File: src/shared/chs_regs.svh
// timing figures, field widths and reset values of the health supervisor
`ifndef CHS_REGS_SVH
`define CHS_REGS_SVH

// system clock rate in kHz (50 MHz)
`define CHS_CLK_KHZ 50000
// supervision window, nominal, in ms
`define CHS_WINDOW_MS 300
// window tolerance in ms, either side of nominal
`define CHS_WINDOW_TOL_MS 50
// battery indicator flash period in ms
`define CHS_FLASH_MS 1000
// parity fault address width
`define CHS_ADDR_W 16
// counter width, wide enough for every count in this block
`define CHS_CNT_W 32

// reset values of indicators and relays
`define CHS_LED_OFF 1'h0
`define CHS_LED_ON 1'h1
`define CHS_RELAY_IDLE 1'h0
`define CHS_RELAY_SWITCHED 1'h1
`define CHS_ADDR_RST 16'h0000
`define CHS_CNT_RST 32'h0000_0000
`define CHS_CNT_ONE 32'h0000_0001

`endif

File: src/shared/chs_pkg.sv
// types shared by the health supervisor modules
package chs_pkg;

    // controller mode as kept by the supervisor
    typedef enum logic [1:0] {
        CHS_MODE_STOP,
        CHS_MODE_RUN_DIS,
        CHS_MODE_RUN_EN
    } chs_mode_t;

    // memory backup battery condition
    typedef enum logic [1:0] {
        CHS_BATT_NORMAL,
        CHS_BATT_LOW,
        CHS_BATT_FAILED
    } chs_batt_t;

endpackage

File: src/shared/chs_win_if.sv
// link between the supervisor and one window timer
`timescale 1ns/1ps

interface chs_win_if;
    logic kick;    // event seen, restart the window
    logic run;     // window counting enabled
    logic expired; // window ran out without a kick
    logic seen;    // at least one kick since reset

    modport timer (
        input kick,
        input run,
        output expired,
        output seen
    );
    modport user (
        output kick,
        output run,
        input expired,
        input seen
    );
endinterface

File: src/rtl/chs_supervisor.sv
// controller health supervisor: windows, parity, battery, lamps, alarms
`timescale 1ns/1ps
`include "chs_regs.svh"

module chs_supervisor #(
    parameter int unsigned WINDOW_CYC =
        `CHS_WINDOW_MS * `CHS_CLK_KHZ,
    parameter int unsigned FLASH_CYC =
        `CHS_FLASH_MS * `CHS_CLK_KHZ,
    parameter int unsigned ADDR_W = `CHS_ADDR_W
) (
    input wire logic clk_i,
    input wire logic resetn_i,
    input wire logic selftest_done_i,
    input wire logic io_scan_done_i,
    input wire logic sweep_start_i,
    input wire logic sweep_end_i,
    input wire logic start_req_i,
    input wire logic stop_req_i,
    input wire logic outputs_enable_i,
    input wire logic parity_err_i,
    input wire logic [ADDR_W-1:0] parity_addr_i,
    input wire logic mem_restored_i,
    input wire logic batt_low_i,
    input wire logic batt_fail_i,
    output logic check_led_o,
    output logic run_led_o,
    output logic enable_led_o,
    output logic parity_led_o,
    output logic batt_led_o,
    output logic alarm1_o,
    output logic alarm2_o,
    output logic io_reset_o,
    output logic force_stop_o,
    output logic flag_wr_o,
    output logic flag_parity_o,
    output logic flag_batt_o,
    output logic [ADDR_W-1:0] flag_addr_o
);
    localparam logic [`CHS_CNT_W-1:0] HALF_FLASH =
        `CHS_CNT_W'(FLASH_CYC / 2);

    chs_win_if st_win ();
    chs_win_if io_win ();
    chs_win_if sw_win ();

    chs_pkg::chs_mode_t mode_r;
    chs_pkg::chs_mode_t mode_nxt;
    chs_pkg::chs_batt_t batt_r;
    chs_pkg::chs_batt_t batt_nxt;

    logic in_sweep_r;
    logic in_sweep_nxt;
    logic parity_hold_r;
    logic parity_hold_nxt;
    logic [`CHS_CNT_W-1:0] flash_cnt_r;
    logic [`CHS_CNT_W-1:0] flash_cnt_nxt;
    logic flash_r;
    logic flash_nxt;

    logic check_led_nxt;
    logic run_led_nxt;
    logic enable_led_nxt;
    logic parity_led_nxt;
    logic batt_led_nxt;
    logic alarm1_nxt;
    logic alarm2_nxt;
    logic io_reset_nxt;
    logic force_stop_nxt;
    logic flag_wr_nxt;
    logic flag_parity_nxt;
    logic flag_batt_nxt;
    logic [ADDR_W-1:0] flag_addr_nxt;

    logic timeout_fault;
    logic hard_fault;
    logic restart_ok;

    // battery level classification, failed wins over low
    function automatic chs_pkg::chs_batt_t batt_class(
        input logic low,
        input logic fail
    );
        if (fail) begin
            return chs_pkg::CHS_BATT_FAILED;
        end else if (low) begin
            return chs_pkg::CHS_BATT_LOW;
        end
        return chs_pkg::CHS_BATT_NORMAL;
    endfunction

    // window timers: self-test, I/O scan, user program pass
    assign st_win.kick = selftest_done_i;
    assign st_win.run = 1'b1;
    assign io_win.kick = io_scan_done_i;
    assign io_win.run = 1'b1;
    assign sw_win.kick = sweep_start_i | sweep_end_i;
    assign sw_win.run = in_sweep_r;

    chs_window_timer #(
        .WINDOW_CYC(WINDOW_CYC)
    ) u_st_timer (
        .clk_i(clk_i),
        .resetn_i(resetn_i),
        .win(st_win.timer)
    );

    chs_window_timer #(
        .WINDOW_CYC(WINDOW_CYC)
    ) u_io_timer (
        .clk_i(clk_i),
        .resetn_i(resetn_i),
        .win(io_win.timer)
    );

    chs_window_timer #(
        .WINDOW_CYC(WINDOW_CYC)
    ) u_sw_timer (
        .clk_i(clk_i),
        .resetn_i(resetn_i),
        .win(sw_win.timer)
    );

    // fault summary
    assign timeout_fault = st_win.expired | sw_win.expired;
    assign hard_fault = timeout_fault | parity_err_i | parity_hold_r;
    assign restart_ok = (batt_r != chs_pkg::CHS_BATT_FAILED);

    // program pass tracking and parity persistence
    always_comb begin
        in_sweep_nxt = in_sweep_r;
        if (sweep_start_i) begin
            in_sweep_nxt = 1'b1;
        end else if (sweep_end_i) begin
            in_sweep_nxt = 1'b0;
        end
        parity_hold_nxt = parity_hold_r;
        if (parity_err_i) begin
            parity_hold_nxt = 1'b1; // set wins over restore
        end else if (mem_restored_i) begin
            parity_hold_nxt = 1'b0;
        end
    end

    // controller mode
    always_comb begin
        mode_nxt = mode_r;
        unique case (mode_r)
            chs_pkg::CHS_MODE_STOP: begin
                if (start_req_i && !hard_fault && restart_ok) begin
                    mode_nxt = outputs_enable_i ?
                        chs_pkg::CHS_MODE_RUN_EN :
                        chs_pkg::CHS_MODE_RUN_DIS;
                end
            end
            chs_pkg::CHS_MODE_RUN_DIS,
            chs_pkg::CHS_MODE_RUN_EN: begin
                // soft battery faults never stop the controller
                if (hard_fault || stop_req_i) begin
                    mode_nxt = chs_pkg::CHS_MODE_STOP;
                end else begin
                    mode_nxt = outputs_enable_i ?
                        chs_pkg::CHS_MODE_RUN_EN :
                        chs_pkg::CHS_MODE_RUN_DIS;
                end
            end
        endcase
    end

    // battery state and free-running flash divider
    always_comb begin
        batt_nxt = batt_class(batt_low_i, batt_fail_i);
        flash_cnt_nxt = flash_cnt_r + `CHS_CNT_ONE;
        flash_nxt = flash_r;
        if (flash_cnt_r + `CHS_CNT_ONE >= HALF_FLASH) begin
            flash_cnt_nxt = `CHS_CNT_RST;
            flash_nxt = !flash_r;
        end
    end

    // lamps, relays and I/O chain reset
    always_comb begin
        // check lamp only after a first self-test, so power-up is dark
        check_led_nxt = st_win.seen && !timeout_fault;
        run_led_nxt = (mode_nxt != chs_pkg::CHS_MODE_STOP) &&
            st_win.seen && io_win.seen &&
            !st_win.expired && !io_win.expired;
        enable_led_nxt = (mode_nxt == chs_pkg::CHS_MODE_RUN_EN);
        if (hard_fault) begin
            run_led_nxt = `CHS_LED_OFF;
            enable_led_nxt = `CHS_LED_OFF;
        end
        parity_led_nxt = !(parity_err_i || parity_hold_r);
        alarm1_nxt = hard_fault ?
            `CHS_RELAY_SWITCHED : `CHS_RELAY_IDLE;
        io_reset_nxt = timeout_fault;
        force_stop_nxt = hard_fault;
        unique case (batt_nxt)
            chs_pkg::CHS_BATT_NORMAL: begin
                batt_led_nxt = `CHS_LED_ON;
                alarm2_nxt = `CHS_RELAY_IDLE;
            end
            chs_pkg::CHS_BATT_LOW: begin
                batt_led_nxt = flash_r;
                alarm2_nxt = `CHS_RELAY_SWITCHED;
            end
            chs_pkg::CHS_BATT_FAILED: begin
                batt_led_nxt = `CHS_LED_OFF;
                alarm2_nxt = `CHS_RELAY_SWITCHED;
            end
        endcase
    end

    // scratch pad flag records
    always_comb begin
        flag_wr_nxt = 1'b0;
        flag_parity_nxt = flag_parity_o;
        flag_batt_nxt = flag_batt_o;
        flag_addr_nxt = flag_addr_o;
        if (parity_err_i) begin
            flag_wr_nxt = 1'b1;
            flag_parity_nxt = 1'b1;
            flag_addr_nxt = parity_addr_i;
        end else if (mem_restored_i && flag_parity_o) begin
            flag_wr_nxt = 1'b1;
            flag_parity_nxt = 1'b0;
        end
        if (batt_nxt != chs_pkg::CHS_BATT_NORMAL && !flag_batt_o) begin
            flag_wr_nxt = 1'b1;
            flag_batt_nxt = 1'b1;
        end else if (batt_nxt == chs_pkg::CHS_BATT_NORMAL && flag_batt_o) begin
            flag_wr_nxt = 1'b1;
            flag_batt_nxt = 1'b0;
        end
    end

    // internal state registers
    always_ff @(posedge clk_i) begin
        if (!resetn_i) begin
            mode_r <= chs_pkg::CHS_MODE_STOP;
            batt_r <= chs_pkg::CHS_BATT_NORMAL;
            in_sweep_r <= 1'b0;
            parity_hold_r <= 1'b0;
            flash_cnt_r <= `CHS_CNT_RST;
            flash_r <= `CHS_LED_OFF;
        end else begin
            mode_r <= mode_nxt;
            batt_r <= batt_nxt;
            in_sweep_r <= in_sweep_nxt;
            parity_hold_r <= parity_hold_nxt;
            flash_cnt_r <= flash_cnt_nxt;
            flash_r <= flash_nxt;
        end
    end

    // output registers
    always_ff @(posedge clk_i) begin
        if (!resetn_i) begin
            check_led_o <= `CHS_LED_OFF;
            run_led_o <= `CHS_LED_OFF;
            enable_led_o <= `CHS_LED_OFF;
            parity_led_o <= `CHS_LED_ON;
            batt_led_o <= `CHS_LED_ON;
            alarm1_o <= `CHS_RELAY_IDLE;
            alarm2_o <= `CHS_RELAY_IDLE;
            io_reset_o <= 1'b0;
            force_stop_o <= 1'b0;
            flag_wr_o <= 1'b0;
            flag_parity_o <= 1'b0;
            flag_batt_o <= 1'b0;
            flag_addr_o <= ADDR_W'(`CHS_ADDR_RST);
        end else begin
            check_led_o <= check_led_nxt;
            run_led_o <= run_led_nxt;
            enable_led_o <= enable_led_nxt;
            parity_led_o <= parity_led_nxt;
            batt_led_o <= batt_led_nxt;
            alarm1_o <= alarm1_nxt;
            alarm2_o <= alarm2_nxt;
            io_reset_o <= io_reset_nxt;
            force_stop_o <= force_stop_nxt;
            flag_wr_o <= flag_wr_nxt;
            flag_parity_o <= flag_parity_nxt;
            flag_batt_o <= flag_batt_nxt;
            flag_addr_o <= flag_addr_nxt;
        end
    end
endmodule // chs_supervisor

File: src/rtl/chs_window_timer.sv
// retriggerable window timer with sticky expiry
`timescale 1ns/1ps
`include "chs_regs.svh"

module chs_window_timer #(
    parameter int unsigned WINDOW_CYC = `CHS_WINDOW_MS * `CHS_CLK_KHZ
) (
    input wire logic clk_i,
    input wire logic resetn_i,
    chs_win_if.timer win
);
    localparam logic [`CHS_CNT_W-1:0] LAST =
        `CHS_CNT_W'(WINDOW_CYC - 1);

    logic [`CHS_CNT_W-1:0] cnt_r;
    logic [`CHS_CNT_W-1:0] cnt_nxt;
    logic expired_r;
    logic expired_nxt;
    logic seen_r;
    logic seen_nxt;

    // kick restarts, idle clears the count, otherwise count up to the window end and hold
    always_comb begin
        cnt_nxt = cnt_r;
        expired_nxt = expired_r;
        seen_nxt = seen_r;
        if (win.kick) begin
            cnt_nxt = `CHS_CNT_RST;
            expired_nxt = 1'b0;
            seen_nxt = 1'b1;
        end else if (win.run && !expired_r) begin
            if (cnt_r >= LAST) begin
                expired_nxt = 1'b1;
            end else begin
                cnt_nxt = cnt_r + `CHS_CNT_ONE;
            end
        end else if (!win.run) begin
            cnt_nxt = `CHS_CNT_RST; // idle window restarts fresh
        end
    end

    // state registers
    always_ff @(posedge clk_i) begin
        if (!resetn_i) begin
            cnt_r <= `CHS_CNT_RST;
            expired_r <= 1'b0;
            seen_r <= 1'b0;
        end else begin
            cnt_r <= cnt_nxt;
            expired_r <= expired_nxt;
            seen_r <= seen_nxt;
        end
    end

    assign win.expired = expired_r;
    assign win.seen = seen_r;
endmodule // chs_window_timer

File: config.mk
export PLATFORM = sky130hd
export DESIGN_NAME = chs_supervisor
export DESIGN_NICKNAME = d
export VERILOG_FILES = /design/src/shared/chs_pkg.sv /design/src/shared/chs_win_if.sv /design/src/rtl/chs_supervisor.sv /design/src/rtl/chs_window_timer.sv
export VERILOG_INCLUDE_DIRS = /design/src /design/src/shared
export SDC_FILE = /design/constraint.sdc
export NUM_CORES = 1
export LEC_CHECK = 0
export BUFFER_PORTS_ARGS = -buffer_cell sky130_fd_sc_hd__buf_2
export CORE_MARGIN = 2
export CORE_UTILIZATION = 36
export DETAILED_ROUTE_END_ITERATION = 12
export GPL_ROUTABILITY_DRIVEN = 1
export PLACE_DENSITY = 0.63
export SLEW_MARGIN = 20
export SYNTH_ARGS = -nofsm -noshare
export SYNTH_HDL_FRONTEND = slang
export SYNTH_HIERARCHICAL = 1
export SYNTH_SLANG_ARGS = --single-unit
File: constraint.sdc
create_clock -name clk_i -period 3.5 [get_ports clk_i]
set_input_delay 0.7 -clock clk_i [delete_from_list [all_inputs] [get_ports clk_i]]
set_output_delay 0.7 -clock clk_i [all_outputs]
set_load 0.005 [all_outputs]
==> flow_summary.ini, run 1 <==
[outcome]
outcome = finished clean

[detailed_routing]
wl_um = 15700
drt_iter0_drc = 415
avgViaCountPerCell = 5.09
drc = 0
via_count = 6018
drtPass1Iterations = 5
ant_nets = 0
routedWlPerCell_um = 13.3

[sta]
fmax_mhz = 325
worst_pin_slew_ns = 0.912
hold_violations = 0
rsz0062_at_grt = false
final.period_utilization_pct = 88.0
setup_tns_ns = 0
min_period_ns = 3.08
clock_skew_ns = 0.00685
relSlewSlack_pct = 39.0
finalSetupViolations = 0
slew_viol_final = 0

[floorplanning]
fp.dieH_um = 148
rows = 52
die-area_sq_um = 22000
core_sq_um = 20400
io_pins = 57
die_w_um = 148
start_util_pct = 36.9

[clock_tree]
postCtsSetupBuffers = 0
cts_tree = yes
ctsHoldBuffers = 0
cts_max_path_buffers = 2
clkLatencyLatePin_ns = 0.43
htreeDepth = 4
cts_resized = 0
path_clk_slew_ns = 0.07
cts_made_buffers = 17
cts_root_buf = clkbuf_16
cts_sinks = 167

[cells_and_area]
drive_gt1_share_pct = 13.2
layout_common_cells = dfxtp_1 (167), nor2_1 (96), buf_2 (56)
area_growth_pct = 14.5
fillers = 2026
final_core_util_pct = 42.3
layout_commonest_cell = dfxtp_1
final_area_sq_um = 8600
layout.nets = 934

[power]
peakVddDrop_mv = 0.390
power_density_nw_per_um2 = 459
p_leak_nw = 3.32

[setup_path]
path_buf_inv = 0
crit_arrival_ns = 3.36
cp-start-kind = flip-flop
cp_top_family = simple AND/OR/NAND/NOR gates
slowest_stage = a2111o_1
path_max_fanout = 24
crit_path_end_kind = flip-flop
r2r_end = flash_cnt_r[11]
rr_worst_depth = 7
worstSetupPathType = reg2reg
cp_cell_sequence = and4_1 -> nand3_1 -> nor4_1 -> o311ai_0 -> a311oi_1 -> a2111o_1 -> nor2_1
r2r_start = flash_cnt_r[2]
required_ns = 3.78
rrSetupSlack_ns = 0.42
slowest_delay_ns = 0.73

[yosys]
syn_area_sq_um = 7510
syn_inst = 838
ys_warn_count = 6
synth.avg_cell_area_sq_um = 8.97

[job]
maxCapViolCount = 0

[place]
portBuffers = 56
dp_hpwl_um = 10700
placed_cell_area_sq_um = 8010
gp_congestion = 0.879

[worst_hold_path]
hp-start = u_sw_timer/cnt_r[23]
min_to = u_sw_timer/cnt_r[23]
whs_path_depth = 2
hp-class = reg2reg

[global_routing]
overflow = 0
grt_pass1_wl_um = 26600
track_usage_pct = 14.6
grt_max_degree = 26
grt_pass1_vias = 5546
antenna_found_initial = 2
==> sequential cells by signal, indices dropped and copies added, names as in the netlist, 2 cells and up <==
| name | cells |
|---|---|
| u_sw_timer/cnt_r | 32 |
| u_st_timer/cnt_r | 32 |
| mode_r | 2 |
| flash_cnt_r | 32 |
| batt_r | 2 |
| flag_addr_o | 16 |
| u_io_timer/cnt_r | 32 |
==> worst max path at each step <==
stage                   start              end  slack (ns)  depth (start not counted)
3_5_place_dp   flash_cnt_r[2]  flash_cnt_r[11]        0.49                          7
6_report       flash_cnt_r[2]  flash_cnt_r[11]        0.42                          7
3_3_place_gp   flash_cnt_r[2]  flash_cnt_r[24]        0.57                          7
2_1_floorplan  flash_cnt_r[0]  flash_cnt_r[16]        0.87                         10
5_1_grt        flash_cnt_r[2]  flash_cnt_r[19]        0.07                          7
4_1_cts        flash_cnt_r[2]  flash_cnt_r[11]        0.46                          7
==> worst min-delay path: stages, from the launching register on <==
cell     delay, ns
dfxtp_1       0.32
nand2_1       0.05
o31ai_1       0.05
==> layout make-up <==
cell class	instances	area, sq um	share of cell area, %
diodes	1	2.50	0.0291
well taps	270	338	3.93
clock inverters	12	126	1.47
multi-input cells	635	3950	45.9
flip-flops and latches	167	3340	38.9
inverters	17	63.8	0.742
repair buffers	61	318	3.69
clock buffers	20	467	5.42
==> power breakdown <==
group | switching (mW) | leakage (nW) | internal [mW] | total [mW]
logic | 0.0693 | 1.67 | 0.0575 | 0.127
registers | 0.0207 | 1.36 | 1.93 | 1.95
clock network | 0.766 | 0.292 | 1.10 | 1.87
==> per-stage QoR <==
stage | instances | setup WS, ns | total power [mW] | hold WS [ns]
after floorplan | 851 | 0.870 | 2.06 | 0.418
after global placement | 1150 | 0.574 | 2.12 | 0.428
after detailed placement | 1150 | 0.485 | 2.12 | 0.432
after CTS | 1182 | 0.463 | 3.99 | 0.447
after global routing | 1182 | 0.0725 | 4.09 | 0.461
final | 1183 | 0.420 | 3.95 | 0.444
==> per-layer routing <==
metal	track usage, %	routed length [um]	vias up
met5	0	18	-
met4	5.38	225	2
met3	3.56	644	20
met2	23.6	7080	115
met1	19.0	7740	2753
li1	-	-	3128
Note: power is estimated with default switching activity, not from simulation.
==> inputs of run 2 (changes only) <==
==> constraint.sdc (replaced) <==
create_clock -name clk_i -period 3.5 [get_ports clk_i]
set_input_delay 0.175 -clock clk_i [delete_from_list [all_inputs] [get_ports clk_i]]
set_output_delay 0.175 -clock clk_i [all_outputs]
set_load 0.005 [all_outputs]
==> flow_summary.ini, run 2 (synthesis results as in run 1) <==
[outcome]
outcome = finished clean

[detailed_routing]
drc = 0
drt_iter0_drc = 394
routedWlPerCell_um = 13.3
ant_nets = 0
via_count = 6121
avgViaCountPerCell = 5.08
wl_um = 16000
drtPass1Iterations = 5

[clock_tree]
cts_sinks = 167
postCtsSetupBuffers = 0
cts_resized = 0
cts_max_path_buffers = 2
cts_made_buffers = 17
cts_tree = yes
path_clk_slew_ns = 0.06
ctsHoldBuffers = 22
clkLatencyLatePin_ns = 0.43
cts_root_buf = clkbuf_16
htreeDepth = 4

[global_routing]
grt_pass1_vias = 5671
overflow = 0
grt_max_degree = 26
track_usage_pct = 14.8
antenna_found_initial = 1
grt_pass1_wl_um = 27100

[floorplanning]
core_sq_um = 20400
die_w_um = 148
io_pins = 57
start_util_pct = 36.9
rows = 52
die-area_sq_um = 22000
fp.dieH_um = 148

[sta]
clock_skew_ns = 0.00703
final.period_utilization_pct = 87.6
fmax_mhz = 326
finalSetupViolations = 0
min_period_ns = 3.07
relSlewSlack_pct = 38.8
slew_viol_final = 0
worst_pin_slew_ns = 0.915
hold_ws_ns = 0.0228
setup_tns_ns = 0
rsz0062_at_grt = false
hold_violations = 0

[worst_hold_path]
hp-class = in2reg
whs_path_depth = 2
min_to = batt_r[0]
hp-start = batt_low_i

[power]
peakVddDrop_mv = 0.390
p_leak_nw = 3.41
p_comb_share_pct = 3.7
swShare_pct = 21.7
power_density_nw_per_um2 = 450
p_switching_uw = 859
intPower_mw = 3.11
pwr-share-clk_pct = 47.1
p_seq_share_pct = 49.2
power_mw = 3.97

[cells_and_area]
drive_gt1_share_pct = 12.8
layout_common_cells = dfxtp_1 (167), nor2_1 (96), buf_2 (56)
layout.nets = 956
area_growth_pct = 17.4
diodes = 0
final_area_sq_um = 8820
layout_commonest_cell = dfxtp_1

[place]
gp_congestion = 0.879
portBuffers = 56
dp_hpwl_um = 10700
placed_cell_area_sq_um = 8010

[setup_path]
crit_path_end_kind = flip-flop
r2r_end = flash_cnt_r[3]
path_max_fanout = 24
crit_arrival_ns = 3.35
rr_worst_depth = 7
rrSetupSlack_ns = 0.43
required_ns = 3.78
r2r_start = flash_cnt_r[2]
worstSetupPathType = reg2reg
cp-start-kind = flip-flop

[job]
maxCapViolCount = 0
[run 2: cell types whose count changed in the layout (fill, tap and decap cells not counted), sizes merged]
| cell | change |
|---|---|
| diode | -1 |
| dlygate4sd3 | +22 |
[run 2: through the flow]
| step | std cells | setup slack, ns | util [%] |
|---|---|---|---|
| floorplan | 851 | 0.870 | - |
| global placement | 1150 | 0.574 | 39.3 |
| detailed placement | 1150 | 0.485 | 39.3 |
| CTS | 1204 | 0.463 | 43.3 |
| global route | 1204 | 0.0717 | 43.3 |
| finish | 1204 | 0.432 | 43.3 |
[run 2: final cells by class]
class,count,area [sq um]
Tap cell,270,338
Clock inverter,12,126
Fill cell,1995,11500
Clock buffer,20,467
Inverter,17,63.8
Multi-Input combinational cell,635,3950
Sequential cell,167,3340
Timing Repair Buffer,83,538
[run 2: power groups by stage]
stage                     Combinational (mW)  Sequential, mW  Clock (mW)
final                                  0.147            1.95        1.87
after global routing                   0.167            1.96        1.99
after CTS                              0.148            1.95        1.91
after detailed placement               0.129            1.99           0
after global placement                 0.127            1.99           0
after floorplan                       0.0705            1.99           0
[run 2: critical path: stages, from the launching register on]
cell and delay, ns:
dfxtp_1 0.42, and4_1 0.40, nand3_1 0.24, nor4_1 0.52, o311ai_0 0.19, a311oi_1 0.31, a2111o_1 0.73, nor2_1 0.12
[run 2: worst max path at each step]
stage	to	cells after the start	startpoint	slack (ns)
finish	flash_cnt_r[3]	7	flash_cnt_r[2]	0.43
floorplan	flash_cnt_r[16]	10	flash_cnt_r[0]	0.87
detailed placement	flash_cnt_r[11]	7	flash_cnt_r[2]	0.49
CTS	flash_cnt_r[11]	7	flash_cnt_r[2]	0.46
global route	flash_cnt_r[19]	7	flash_cnt_r[2]	0.07
global placement	flash_cnt_r[24]	7	flash_cnt_r[2]	0.57
[run 2: per-layer routing]
| metal | track usage [%] | vias to the layer above | wire (um) |
|---|---|---|---|
| met5 | 0 | - | 18 |
| met4 | 5.38 | 2 | 233 |
| li1 | - | 3170 | - |
| met1 | 19.2 | 2817 | 7740 |
| met3 | 3.28 | 22 | 588 |
| met2 | 24.3 | 110 | 7380 |
